==> config.mk <==
export PLATFORM = sky130hd
export DESIGN_NAME = siwr_router
export DESIGN_NICKNAME = d
export VERILOG_FILES = /design/src/siwr_pin_drive.v /design/src/siwr_router.v
export VERILOG_INCLUDE_DIRS = /design/src
export SDC_FILE = /design/constraint.sdc
export NUM_CORES = 1
export LEC_CHECK = 0
export ABC_AREA = 0
export BUFFER_PORTS_ARGS = -buffer_cell sky130_fd_sc_hd__clkbuf_2
export CAP_MARGIN = 20
export CORE_AREA = 2 2 92 94
export DETAILED_ROUTE_END_ITERATION = 10
export DIE_AREA = 0 0 94 96
export PLACE_DENSITY = 0.49
export SYNTH_ARGS = -nofsm -noshare
export SYNTH_HDL_FRONTEND = slang
export SYNTH_SLANG_ARGS = --single-unit
==> constraint.sdc <==
create_clock -name ref_clk -period 2.4 [get_ports ref_clk]
set_clock_uncertainty 0.1 [all_clocks]
set_input_delay 0.48 -clock ref_clk [delete_from_list [all_inputs] [get_ports ref_clk]]
set_output_delay 0.48 -clock ref_clk [all_outputs]
set_load 0.02 [all_outputs]
==> src/siwr_map.vh <==
// Purpose: Register map, field positions and reset values of the interrupt and wake router
// Assumes: Byte-wide register port inside the device
// Notes: Source bit order is shared by enable, routing and source registers
`ifndef SIWR_MAP_VH
`define SIWR_MAP_VH

`define SIWR_ADDR_SYSTEM_MODE 8'h14
`define SIWR_ADDR_IRQ_SOURCE 8'h15
`define SIWR_ADDR_WAKE_CTRL 8'h3a
`define SIWR_ADDR_IRQ_ENABLE 8'h3b
`define SIWR_ADDR_PIN_ROUTING 8'h3c

`define SIWR_RST_WAKE_CTRL 8'h00
`define SIWR_RST_IRQ_ENABLE 8'h00
`define SIWR_RST_PIN_ROUTING 8'h00

// Wake control fields
`define SIWR_WC_GATE 7
`define SIWR_WC_WAKE_HI 6
`define SIWR_WC_WAKE_LO 2
`define SIWR_WC_LEVEL 1
`define SIWR_WC_DRIVE 0

// Source positions
`define SIWR_SRC_SLEEP_CHANGE 7
`define SIWR_SRC_BUFFER 6
`define SIWR_SRC_JOLT 5
`define SIWR_SRC_MOTION_B 1
`define SIWR_SRC_SAMPLE_READY 0

// System mode fields
`define SIWR_SM_HOLD_ERR 6

`endif

==> src/siwr_pin_drive.v <==
// Purpose: Drives one interrupt pin with selectable level and drive type
// Assumes: Inputs come from the same clock domain
// Notes: Output and enable are registered so the pin never glitches
`timescale 1ns/1ps

module siwr_pin_drive (
	// Clock and reset
	input wire ref_clk,
	input wire sys_rst,
	// Control
	input wire active,
	input wire active_high,
	input wire open_drain,
	// Pin
	output reg pin_out,
	output reg pin_oe
);

always @(posedge ref_clk) begin
	if (sys_rst) begin
		pin_out <= 1'b1;
		pin_oe <= 1'b1;
	end else if (open_drain) begin
		// Drive only the asserted level, release otherwise
		pin_out <= active_high;
		pin_oe <= active;
	end else begin
		pin_out <= active ? active_high : ~active_high;
		pin_oe <= 1'b1;
	end
end

endmodule

==> src/siwr_router.v <==
// Purpose: Interrupt enable, pin routing, wake selection and sample buffer gate control
// Assumes: Event flags, mode and buffer status come from logic on ref_clk
// Notes: Reads return data one cycle after the read strobe
// The enable register sits at 0x3b so that it does not collide with routing at 0x3c
// The sleep-change source is sticky until the source register is read; a new change wins
// Every other source is a live level from its functional block
// Pins are registered, so they follow a source one cycle late
`timescale 1ns/1ps
`include "siwr_map.vh"

module siwr_router (
	// Clock and reset
	input wire ref_clk,
	input wire sys_rst,
	// Register port
	input wire [7:0] reg_addr,
	input wire reg_wr,
	input wire [7:0] reg_wdata,
	input wire reg_rd,
	output reg [7:0] reg_rdata,
	// Function block events, bit 7 unused (sleep change is made here)
	input wire [7:0] block_events,
	// System mode, 1 while asleep
	input wire sleep_mode,
	input wire [1:0] system_mode_state,
	// Sample buffer
	input wire sample_strobe,
	input wire buffer_empty,
	output reg buffer_flush,
	output reg buffer_block,
	// Wake request
	output reg wake_request,
	// Interrupt pins
	output wire irq_pin_a_out,
	output wire irq_pin_a_oe,
	output wire irq_pin_b_out,
	output wire irq_pin_b_oe
);

reg [7:0] interrupt_wake_control;
reg [7:0] interrupt_enable;
reg [7:0] interrupt_pin_routing;
reg sleep_prev;
reg sleep_change_flag;
reg buffer_hold_error;
wire mode_change;
wire [7:0] raw_sources;
wire [7:0] live_sources;
wire [7:0] system_mode_reg;
wire read_source;
wire gate_set;
wire active_level;
wire drain_mode;
wire [7:0] wake_select;
wire [7:0] wake_sources;
wire gated_change;
wire free_change;
wire pin_a_active;
wire pin_b_active;

function any_routed;
	input [7:0] src;
	input [7:0] sel;
	begin
		any_routed = |(src & sel);
	end
endfunction

////////////////////////////////////////////////////////////////////////////////
// Register writes

always @(posedge ref_clk) begin
	if (sys_rst) begin
		interrupt_wake_control <= `SIWR_RST_WAKE_CTRL;
		interrupt_enable <= `SIWR_RST_IRQ_ENABLE;
		interrupt_pin_routing <= `SIWR_RST_PIN_ROUTING;
	end else if (reg_wr) begin
		case (reg_addr)
			`SIWR_ADDR_WAKE_CTRL: interrupt_wake_control <= reg_wdata;
			`SIWR_ADDR_IRQ_ENABLE: interrupt_enable <= reg_wdata;
			`SIWR_ADDR_PIN_ROUTING: interrupt_pin_routing <= reg_wdata;
			default: ;
		endcase
	end
end

////////////////////////////////////////////////////////////////////////////////
// Control fields

assign gate_set = interrupt_wake_control[`SIWR_WC_GATE];
assign active_level = interrupt_wake_control[`SIWR_WC_LEVEL];
assign drain_mode = interrupt_wake_control[`SIWR_WC_DRIVE];
assign wake_select = {3'b000, interrupt_wake_control[`SIWR_WC_WAKE_HI:`SIWR_WC_WAKE_LO]};

////////////////////////////////////////////////////////////////////////////////
// Sources

// Only the sleep change is sticky, every other source is a live level
assign mode_change = sleep_mode ^ sleep_prev;
assign read_source = reg_rd && (reg_addr == `SIWR_ADDR_IRQ_SOURCE);

always @(posedge ref_clk) begin
	if (sys_rst) begin
		// Follow the mode in reset so that release brings no false change
		sleep_prev <= sleep_mode;
		sleep_change_flag <= 1'b0;
	end else begin
		sleep_prev <= sleep_mode;
		// Set wins over the clear by a source read
		if (mode_change && interrupt_enable[`SIWR_SRC_SLEEP_CHANGE])
			sleep_change_flag <= 1'b1;
		else if (read_source)
			sleep_change_flag <= 1'b0;
	end
end

assign raw_sources = {sleep_change_flag, block_events[6:0]};
assign live_sources = raw_sources & interrupt_enable;

////////////////////////////////////////////////////////////////////////////////
// Wake request

// Only jolt, orientation, pulse and the two motion functions can wake
assign wake_sources = {3'b000, live_sources[`SIWR_SRC_JOLT:`SIWR_SRC_MOTION_B]};

always @(posedge ref_clk) begin
	if (sys_rst)
		wake_request <= 1'b0;
	else
		wake_request <= any_routed(wake_sources, wake_select);
end

////////////////////////////////////////////////////////////////////////////////
// Buffer gate

assign gated_change = mode_change && gate_set;
assign free_change = mode_change && !gate_set;

always @(posedge ref_clk) begin
	if (sys_rst) begin
		buffer_flush <= 1'b0;
		buffer_block <= 1'b0;
		buffer_hold_error <= 1'b0;
	end else begin
		buffer_flush <= free_change;
		if (gated_change)
			buffer_block <= 1'b1;
		else if (buffer_empty)
			buffer_block <= 1'b0;
		// The hold error stays up until the host has emptied the buffer
		if (buffer_block && sample_strobe && !buffer_empty)
			buffer_hold_error <= 1'b1;
		else if (buffer_empty)
			buffer_hold_error <= 1'b0;
	end
end

assign system_mode_reg = {1'b0, buffer_hold_error, 4'h0, system_mode_state};

////////////////////////////////////////////////////////////////////////////////
// Register reads

always @(posedge ref_clk) begin
	if (sys_rst)
		reg_rdata <= 8'h00;
	else if (reg_rd) begin
		case (reg_addr)
			`SIWR_ADDR_SYSTEM_MODE: reg_rdata <= system_mode_reg;
			`SIWR_ADDR_IRQ_SOURCE: reg_rdata <= live_sources;
			`SIWR_ADDR_WAKE_CTRL: reg_rdata <= interrupt_wake_control;
			`SIWR_ADDR_IRQ_ENABLE: reg_rdata <= interrupt_enable;
			`SIWR_ADDR_PIN_ROUTING: reg_rdata <= interrupt_pin_routing;
			// Unmapped addresses read as zero
			default: reg_rdata <= 8'h00;
		endcase
	end
end

////////////////////////////////////////////////////////////////////////////////
// Pins

// A pin is active while any enabled source routed to it is active
assign pin_a_active = any_routed(live_sources, interrupt_pin_routing);
assign pin_b_active = any_routed(live_sources, ~interrupt_pin_routing);

siwr_pin_drive u_pin_a (
	.ref_clk(ref_clk),
	.sys_rst(sys_rst),
	.active(pin_a_active),
	.active_high(active_level),
	.open_drain(drain_mode),
	.pin_out(irq_pin_a_out),
	.pin_oe(irq_pin_a_oe)
);

siwr_pin_drive u_pin_b (
	.ref_clk(ref_clk),
	.sys_rst(sys_rst),
	.active(pin_b_active),
	.active_high(active_level),
	.open_drain(drain_mode),
	.pin_out(irq_pin_b_out),
	.pin_oe(irq_pin_b_oe)
);

endmodule

; ---- Yosys cells after proc, flatten, opt, wreduce, memory -nomap -nowiden
; Cells that the tools add are included.
[op_classes]
n_eq_ne = 5
mux = 10
bitwise_logic = 8
reduce_logical = 18
[op_table]
columns = op, count
row1 = one-hot mux 8 bit (5 select lines), 1
row2 = bitwise AND 8 bit, 3
row3 = "equality test 8 x 6 -> 1 bit, second input constant", 3
row4 = OR reduction 8 bit, 3
row5 = "equality test 8 x 5 -> 1 bit, second input constant", 2
row6 = two-way mux 1 bit, 9
row7 = NOT 8 bit, 1
row8 = logical AND 1 bit, 6
row9 = AND reduction 2 bit, 3
row10 = nonzero test 2 bit, 3
row11 = bitwise AND 5 bit, 1
row12 = zero test 1 bit, 2
row13 = NOT 1 bit, 2
row14 = OR reduction 2 bit, 1
row15 = XOR 1 bit, 1
[totals]
ff_bits = 42
in_bits = 33
out_inout_bits = 15
wordCells = 55

; ---- Depth between registers and ports, before layout
; Gate-level depths: netlist of run 1.
[logic_depth]
depth_word = 5
mapped_depth = 6

; ---- Cells and area by module
; A second synthesis of run 1 with hierarchy kept.
[unflattened]
hier_cells = 221
area_unflattened_um2 = 2052.0
[modules_own_cells]
columns = module, instances, cells_each, area_each_um2, seq_area_each_um2
row1 = siwr_router, 1, 209, 1916.8, 760.7
row2 = siwr_pin_drive, 2, 6, 67.6, 40.0

; ---- Least setup slack after synthesis of run 1
; OpenSTA, ideal clock, no wires.
[synth_path]
path_kind = input port to flip-flop
start = input port reg_addr[0]
end = register interrupt_wake_control[7]
arrival_ns = 1.555
setup_slack_ns = 0.617
path_stages = 6
cell_sequence = buf_6 > buf_2 > nor3b_1 > nand4_2 > mux2i_1 > nor2_1
[synth_between]
elab_chain_cells = 2
[synth_rtl]
columns = item, line_no
row1 = start: declaration, siwr_router.v:16  ; input wire [7:0] reg_addr,
row2 = equality test 8 x 6 -> 1 bit, siwr_router.v:78  ; case (reg_addr)
row3 = AND reduction 2 bit (no line), n/a
row4 = end signal: assignment, siwr_router.v:74  ; interrupt_wake_control <= `SIWR_RST_WAKE_CTRL;
row5 = end signal: assignment, siwr_router.v:79  ; `SIWR_ADDR_WAKE_CTRL: interrupt_wake_control <= reg_wdata;
row6 = end: declaration, siwr_router.v:40  ; reg [7:0] interrupt_wake_control;
; No other way between the ends.
; A chain may end at the register's enable or synchronous reset.

; ---- Final worst setup path of run 1
[layout_path]
start = input port reg_addr[0]
end = register reg_rdata[7]
[layout_between]
elab_chain_cells = 2
elab_cells_between_ends = 6
[layout_rtl]
columns = item, line_no
row1 = equality test 8 x 6 -> 1 bit / equality test 8 x 5 -> 1 bit (equally long branches), siwr_router.v:167  ; case (reg_addr)
row2 = one-hot mux 8 bit (5 select lines) *, siwr_router.v:167
row3 = end signal: assignment, siwr_router.v:168  ; `SIWR_ADDR_SYSTEM_MODE: reg_rdata <= system_mode_reg;
row4 = end signal: assignment, siwr_router.v:169  ; `SIWR_ADDR_IRQ_SOURCE: reg_rdata <= live_sources;
row5 = end signal: assignment, siwr_router.v:170  ; `SIWR_ADDR_WAKE_CTRL: reg_rdata <= interrupt_wake_control;
row6 = end: declaration, siwr_router.v:20  ; output reg [7:0] reg_rdata,
; Every way passes the cells marked *; elsewhere a longest branch is shown, timed or not.

==> key figures, run 1 <==
STA
  • Fin. max-slew vios: 0
  • RSZ-0062 raised after global routing: no
  • Fin Setup TNS: 0 ps
  • Setup violators final: 0
  • Final min period: 1730 ps
  • Hold Vio Cnt, Final: 0
  • Worst hold slack: 214 ps
  • Tightest Pin Transition: 464 ps
  • Max frequency: 0.577 GHz
  • Max-slew headroom: 69.0%
  • Tcrit/Tclk final: 72.2%

Layout
  • Final cell count without fillers: 359
  • Filler cells: 886
  • Diodes inserted: 0
  • NumNets Final: 287
  • Synthesis-to-finish area growth: 23.8%
  • Share of layout cells above drive strength 1: 30.3%
  • Finished Core Util: 30.3%

Worst hold path
  • Hold Crit Start: sleep_mode
  • Hold crit path type: in -> reg
  • WHS Path Cells: 1
  • Hold Path End: sleep_prev

Floorplan
  • Die Wd: 94 µm
  • Rows: 33
  • DIE AREA: 9020 µm²
  • Die height: 96 µm
  • Initial core utilization: 24.5%
  • # IOs: 48
  • Core area: 8050 µm²

Power and ir drop
  • Switching power: 0.295 mW
  • Lkg Pwr: 1.14 nW
  • Total power draw: 1.37 mW
  • Clock share of power: 41.0%
  • Net Sw Frac: 21.5%
  • Pwr per Cell Area: 563 nW/µm²
  • Share of total power in sequential cells: 51.3%
  • Max IR drop VDD: 171 µV
  • Comb pwr share: 7.7%
  • Pint: 1.08 mW

Clock tree
  • Worst-skew pair later-pin latency: 290 ps
  • H-tree level count: 2
  • CTS Buf Count: 5
  • Clock Path Buffers: 2
  • Worst-path clk slew: 70 ps
  • Root Driver: clkbuf_8
  • CTS Hold Bufs: 0
  • CTS tree: built
  • Setup Buffers After CTS: 0
  • TritonCTS Sinks: 42
  • Post-cts resize count: 0

Synth
  • Sequential area share after synthesis: 42.7%
  • Cell taking the most area after synthesis: dfxtp_1
  • Distinct cells, synth: 34
  • Yosys warns: 0
  • Synth Register Bits: 42
  • Syn_area_per_cell: 9.61 µm²
  • Syn Inst Count: 205
  • Top cells by area, synth: dfxtp_1 (43%), mux2i_1 (13%), nor2_1 (5.7%)
  • Syn Nets: 238
  • Mapped cell area: 1970 µm²
  • Yosys top cell area share: 42.7%

Routing
  • Routed length per instance: 14.7 µm
  • Router iterations before antenna repair: 4
  • Total wire length: 5.28 mm
  • Antenna viol nets, final: 0
  • DR iter-0 viols: 78
  • Post-DR vias/cell: 4.76
  • Vias: 1708
  • DR DRC count: 0

Setup path
  • R2R Setup Slk: 920 ps
  • Worst setup EP type: register
  • CP Class: in -> reg
  • WP data arrival: 1870 ps
  • Worst path slowest cell: a211oi_2
  • CP required: 2540 ps
  • Worst setup SP type: input port
  • Reg2reg path depth: 3
  • FF-to-FF End: u_pin_a.pin_oe
  • Ordered cell list for the critical path: clkbuf_2 > nor3b_4 > buf_4 > o211ai_2 > a211oi_2 > a22o_1
  • Crit path max fanout: 13
  • Worst reg2reg path startpoint: interrupt_enable[1]
  • Slowest cell delay on critical path: 400 ps

Place
  • GP Congestion: 0.858
  • Port bufs: 46
  • Inst Count DP: 352
  • Detailed placer's ending HPWL: 4.06 mm

Global routing
  • Largest net degree at the start of global routing: 38
  • GR Util All Layers: 12.1%
  • Grt total ovfl: 0
  • Initial antenna violation count: 0
  • First-pass GRT wire length: 8.34 mm
  • Number of global-route vias before repair: 1628

Run status
  • Status: completed

Flow run
  • Max Cap Viol: 0
placed cells by master, fill, tap and decap left out, types with 6 or more instances in the layout:
| cell type | Yosys | final |
|---|---|---|
| clkbuf_2 | 0 | 46 |
| o22ai_1 | 7 | 7 |
| nand2_1 | 10 | 10 |
| nor2_1 | 30 | 30 |
| dfxtp_1 | 42 | 42 |
| nor3_1 | 6 | 6 |
| a22oi_1 | 8 | 8 |
| mux2_2 | 8 | 8 |
| nor2b_1 | 6 | 6 |
| mux2i_1 | 26 | 26 |
| nand3_1 | 13 | 13 |
| clkbuf_8 | 0 | 6 |
Yosys cell counts:
| library cell | instances |
|---|---|
| nor2b_1 | 6 |
| o22ai_1 | 7 |
| a21oi_1 | 3 |
| nand4_1 | 2 |
| o221a_2 | 3 |
| clkbuf_1 | 3 |
| mux2i_1 | 26 |
| buf_2 | 2 |
| nor2_1 | 30 |
| o2111ai_1 | 1 |
| o211ai_2 | 1 |
| dfxtp_1 | 42 |
| nor4_1 | 1 |
| and3b_1 | 1 |
| o21ai_0 | 1 |
| or4b_2 | 1 |
| a22oi_1 | 8 |
| nor4b_1 | 1 |
| a31oi_1 | 5 |
| nand2_1 | 10 |
| buf_6 | 1 |
| nand4_2 | 3 |
| inv_1 | 1 |
| xor2_1 | 1 |
| nand3b_1 | 4 |
| mux2_2 | 8 |
| a22o_1 | 5 |
| nor3_1 | 6 |
| and2_0 | 1 |
| nor3b_1 | 2 |
| a211oi_2 | 1 |
| buf_1 | 3 |
| nand3_1 | 13 |
| nor3b_4 | 2 |
stage by stage:
step	instance area (µm²)	setup WS (ps)
5_1_grt	2440	529
3_3_place_gp	2320	366
4_1_cts	2440	668
2_1_floorplan	1970	617
3_5_place_dp	2320	360
6_report	2440	667
worst max-delay path by stage:
stage | startpoint | end | slack (ps) | depth (start not counted)
after floorplan | reg_addr[0] | interrupt_wake_control[7] | 620 | 6
after global placement | reg_addr[0] | reg_rdata[7] | 370 | 6
after detailed placement | reg_addr[0] | reg_rdata[7] | 360 | 6
after CTS | reg_addr[0] | reg_rdata[7] | 670 | 6
after global routing | reg_addr[0] | interrupt_wake_control[0] | 530 | 5
final | reg_addr[0] | reg_rdata[7] | 670 | 6
power by group through the flow:
stage          Combinational (mW)  Sequential [mW]  Clock, mW
5_1_grt                     0.116            0.705      0.606
6_report                    0.106            0.704      0.562
3_5_place_dp                0.106            0.720          0
3_3_place_gp                0.106            0.720          0
4_1_cts                     0.107            0.704      0.582
2_1_floorplan              0.0471            0.725          0
routing by layer:
metal / share of wire (%) / track usage, % / vias to the layer above
met5: 0 / 0 / -
met3: 5.1 / 3.21 / 2
met4: 0.87 / 4.23 / 0
met2: 45 / 19.4 / 51
met1: 49 / 15.9 / 796
li1: - / - / 859
state kept, by name, summed over array words and instances (netlist names):
signal	cells
buffer_block	1
buffer_flush	1
buffer_hold_error	1
interrupt_enable	8
interrupt_pin_routing	8
interrupt_wake_control	8
reg_rdata	8
sleep_change_flag	1
sleep_prev	1
u_pin_a.pin_oe	1
u_pin_a.pin_out	1
u_pin_b.pin_oe	1
u_pin_b.pin_out	1
wake_request	1
worst max-delay path: cells and delay by family:
| family | cells | cell delay [ps] |
|---|---|---|
| buf+inv | 2 | 420 |
| simple gates | 1 | 290 |
| compound gates | 3 | 680 |
cells by family (layout without fill, tap and decap cells):
| group | after synthesis | count (layout) | share of synthesized area, % |
|---|---|---|---|
| AO/OA/AOI/OAI | 35 | 35 | 13.5 |
| buffers and inverters | 10 | 59 | 2.41 |
| XOR/XNOR | 1 | 1 | 0.445 |
| multiplexers | 34 | 34 | 17.8 |
| AND/OR/NAND/NOR | 83 | 83 | 23.1 |
| flip-flops | 42 | 42 | 42.7 |
layout make-up:
type                       instances  area (µm²)  share of cell area [%]
multi-input combinational        153        1080                    44.4
sequential                        42         841                    34.5
timing repair buffer              51         268                    11.0
tap                              105         131                    5.39
clock buffer                       6        82.6                    3.39
clock inverter                     1        30.0                    1.23
inverter                           1        3.75                   0.154
Note: power is estimated with default switching activity, not from simulation.
==> run 2: changes to the inputs <==
Settings changed: PLACE_DENSITY 0.49 to 0.5.
Clock period 2.4 ns to 1.4 ns, I/O delays scaled along.
==> run 2 against run 1 <==
Against the previous run: the flow now finishes with violations (setup timing); design area grew 23%; wire length up 10%; first-iteration DRC count is 31% lower; critical path type is now reg -> reg; highest routed layer unchanged.
==> key figures, run 2 (synthesized netlist as in run 1, its figures left out) <==
Layout
  • Synthesis-to-finish area growth: 51.7%
  • Design area: 2990 µm²
  • Diodes inserted: 0
  • Filler cells: 840
  • Commonest non-fill, non-tap cell in the layout: clkbuf_2
  • Most frequent cells in the layout: clkbuf_2 (46), buf_4 (42), dfxtp_1 (34)
  • Reg area: 851 µm²
  • Share of layout cells above drive strength 1: 49.8%
  • Area of the multi-input gates: 1220 µm²
  • NumNets Final: 332

Clock tree
  • Worst-skew pair later-pin latency: 290 ps
  • TritonCTS Sinks: 42
  • Clock Path Buffers: 2
  • H-tree level count: 2
  • Worst-path clk slew: 80 ps
  • CTS Buf Count: 5
  • CTS Hold Bufs: 0
  • CTS tree: built
  • Root Driver: clkbuf_8

STA
  • RSZ-0062 raised after global routing: yes
  • Fin. max-slew vios: 0
  • Max frequency: 0.696 GHz
  • Tcrit/Tclk final: 103%
  • Setup violators final: 2
  • Setup slack after layout: -37.3 ps
  • Final min period: 1440 ps
  • Tightest Pin Transition: 316 ps
  • Hold Vio Cnt, Final: 0
  • Max-slew headroom: 78.9%
  • Fin Setup TNS: -46.5 ps

Global routing
  • Initial antenna violation count: 0
  • Number of global-route vias before repair: 1809
  • Grt total ovfl: 0
  • First-pass GRT wire length: 9.11 mm
  • GR Util All Layers: 13.2%
  • Largest net degree at the start of global routing: 24

Floorplan
  • # IOs: 48
  • Core area: 8050 µm²
  • Rows: 33
  • Die Wd: 94 µm
  • Die height: 96 µm
  • Initial core utilization: 24.5%
  • DIE AREA: 9020 µm²

Setup path
  • R2R Setup Slk: -40 ps
  • Reg2reg path depth: 5
  • Worst setup EP type: register
  • CP endpoint: u_pin_b.pin_out
  • Crit path max fanout: 4
  • Worst setup SP type: register
  • Worst reg2reg path startpoint: interrupt_pin_routing[7]
  • WP data arrival: 1560 ps
  • FF-to-FF End: u_pin_b.pin_out
  • CP required: 1520 ps
  • CP Class: reg -> reg
  • CP Launch Point: interrupt_pin_routing[7]

Run status
  • Status: finished with violations
  • Failing checks: setup timing

Power and ir drop
  • Lkg Pwr: 1.42 nW
  • Max IR drop VDD: 382 µV
  • Pwr per Cell Area: 811 nW/µm²

Worst hold path
  • WHS Path Cells: 1
  • Hold crit path type: in -> reg

Routing
  • Vias: 1894
  • DR iter-0 viols: 54
  • Antenna viol nets, final: 0
  • DR DRC count: 0
  • Routed length per instance: 14.4 µm
  • Router iterations before antenna repair: 4
  • Post-DR vias/cell: 4.69
  • Total wire length: 5.82 mm

Flow run
  • Max Cap Viol: 0

Place
  • GP Congestion: 0.918
  • Post-DP Area: 2710 µm²
  • Port bufs: 46
  • Detailed placer's ending HPWL: 4.49 mm
-- run 2: cell types whose count changed in the layout (fill, tap and decap cells not counted), moves of 4 or more --
cell     delta
mux2_2      -4
buf_12      +4
mux2_4      +4
dfxtp_1     -8
a22oi_1     -6
buf_4      +37
dfxtp_2     +8
buf_6       +4
a22oi_2     +6
-- run 2: cell type report --
class	instances	area share [%]
Clock buffer	6	2.76
Clock inverter	1	1.01
Inverter	1	0.126
Multi-Input combinational cell	153	40.8
Sequential cell	42	28.5
Tap cell	105	4.40
Timing Repair Buffer	96	22.5
-- run 2: power breakdown --
group	total [mW]	switching (mW)	internal, mW
clock network	0.985	0.414	0.571
registers	1.21	0.00419	1.20
logic	0.231	0.126	0.106
total	2.42	0.544	1.88
-- run 2: worst min-delay path by stage --
stage	end	start
4_1_cts	sleep_prev	sleep_mode
3_5_place_dp	sleep_prev	sleep_mode
2_1_floorplan	sleep_prev	sleep_mode
6_report	sleep_prev	sleep_mode
3_3_place_gp	sleep_prev	sleep_mode
5_1_grt	sleep_prev	sleep_mode
-- run 2: critical path, stage by stage, from the launching register on --
cell,delay (ps)
dfxtp_1,400
nand3b_1,170
o2111ai_2,170
nor4_2,220
buf_4,170
mux2i_1,160
-- run 2: layer usage --
| metal | routed length, µm | GRT usage (%) | vias to the layer above |
|---|---|---|---|
| met5 | 0 | 0 | - |
| met4 | 133 | 3.62 | 0 |
| met3 | 249 | 3.21 | 12 |
| met2 | 2640 | 21.4 | 45 |
| met1 | 2800 | 17.7 | 886 |
| li1 | - | - | 951 |
-- run 2: timing repair --
action | CTS | global route
setup endpoints to repair | 3 | 12
endpoints found under the hold margin | 0 | 0
resized for setup | 5 | 32
pin swaps | 1 | 9
gates cloned | 0 | 0
buffers inserted | 0 | 2
-- run 2: stage by stage --
stage	power [mW]	cells	setup slack [ps]	hold slack, ps	util (%)
2_1_floorplan	1.33	205	-127	208	-
3_3_place_gp	1.45	395	-302	311	33.7
3_5_place_dp	1.45	395	-287	314	33.7
4_1_cts	2.44	402	-53.6	7.21	35.3
5_1_grt	2.52	404	-133	1.06	37.1
6_report	2.42	404	-37.3	15.4	37.1
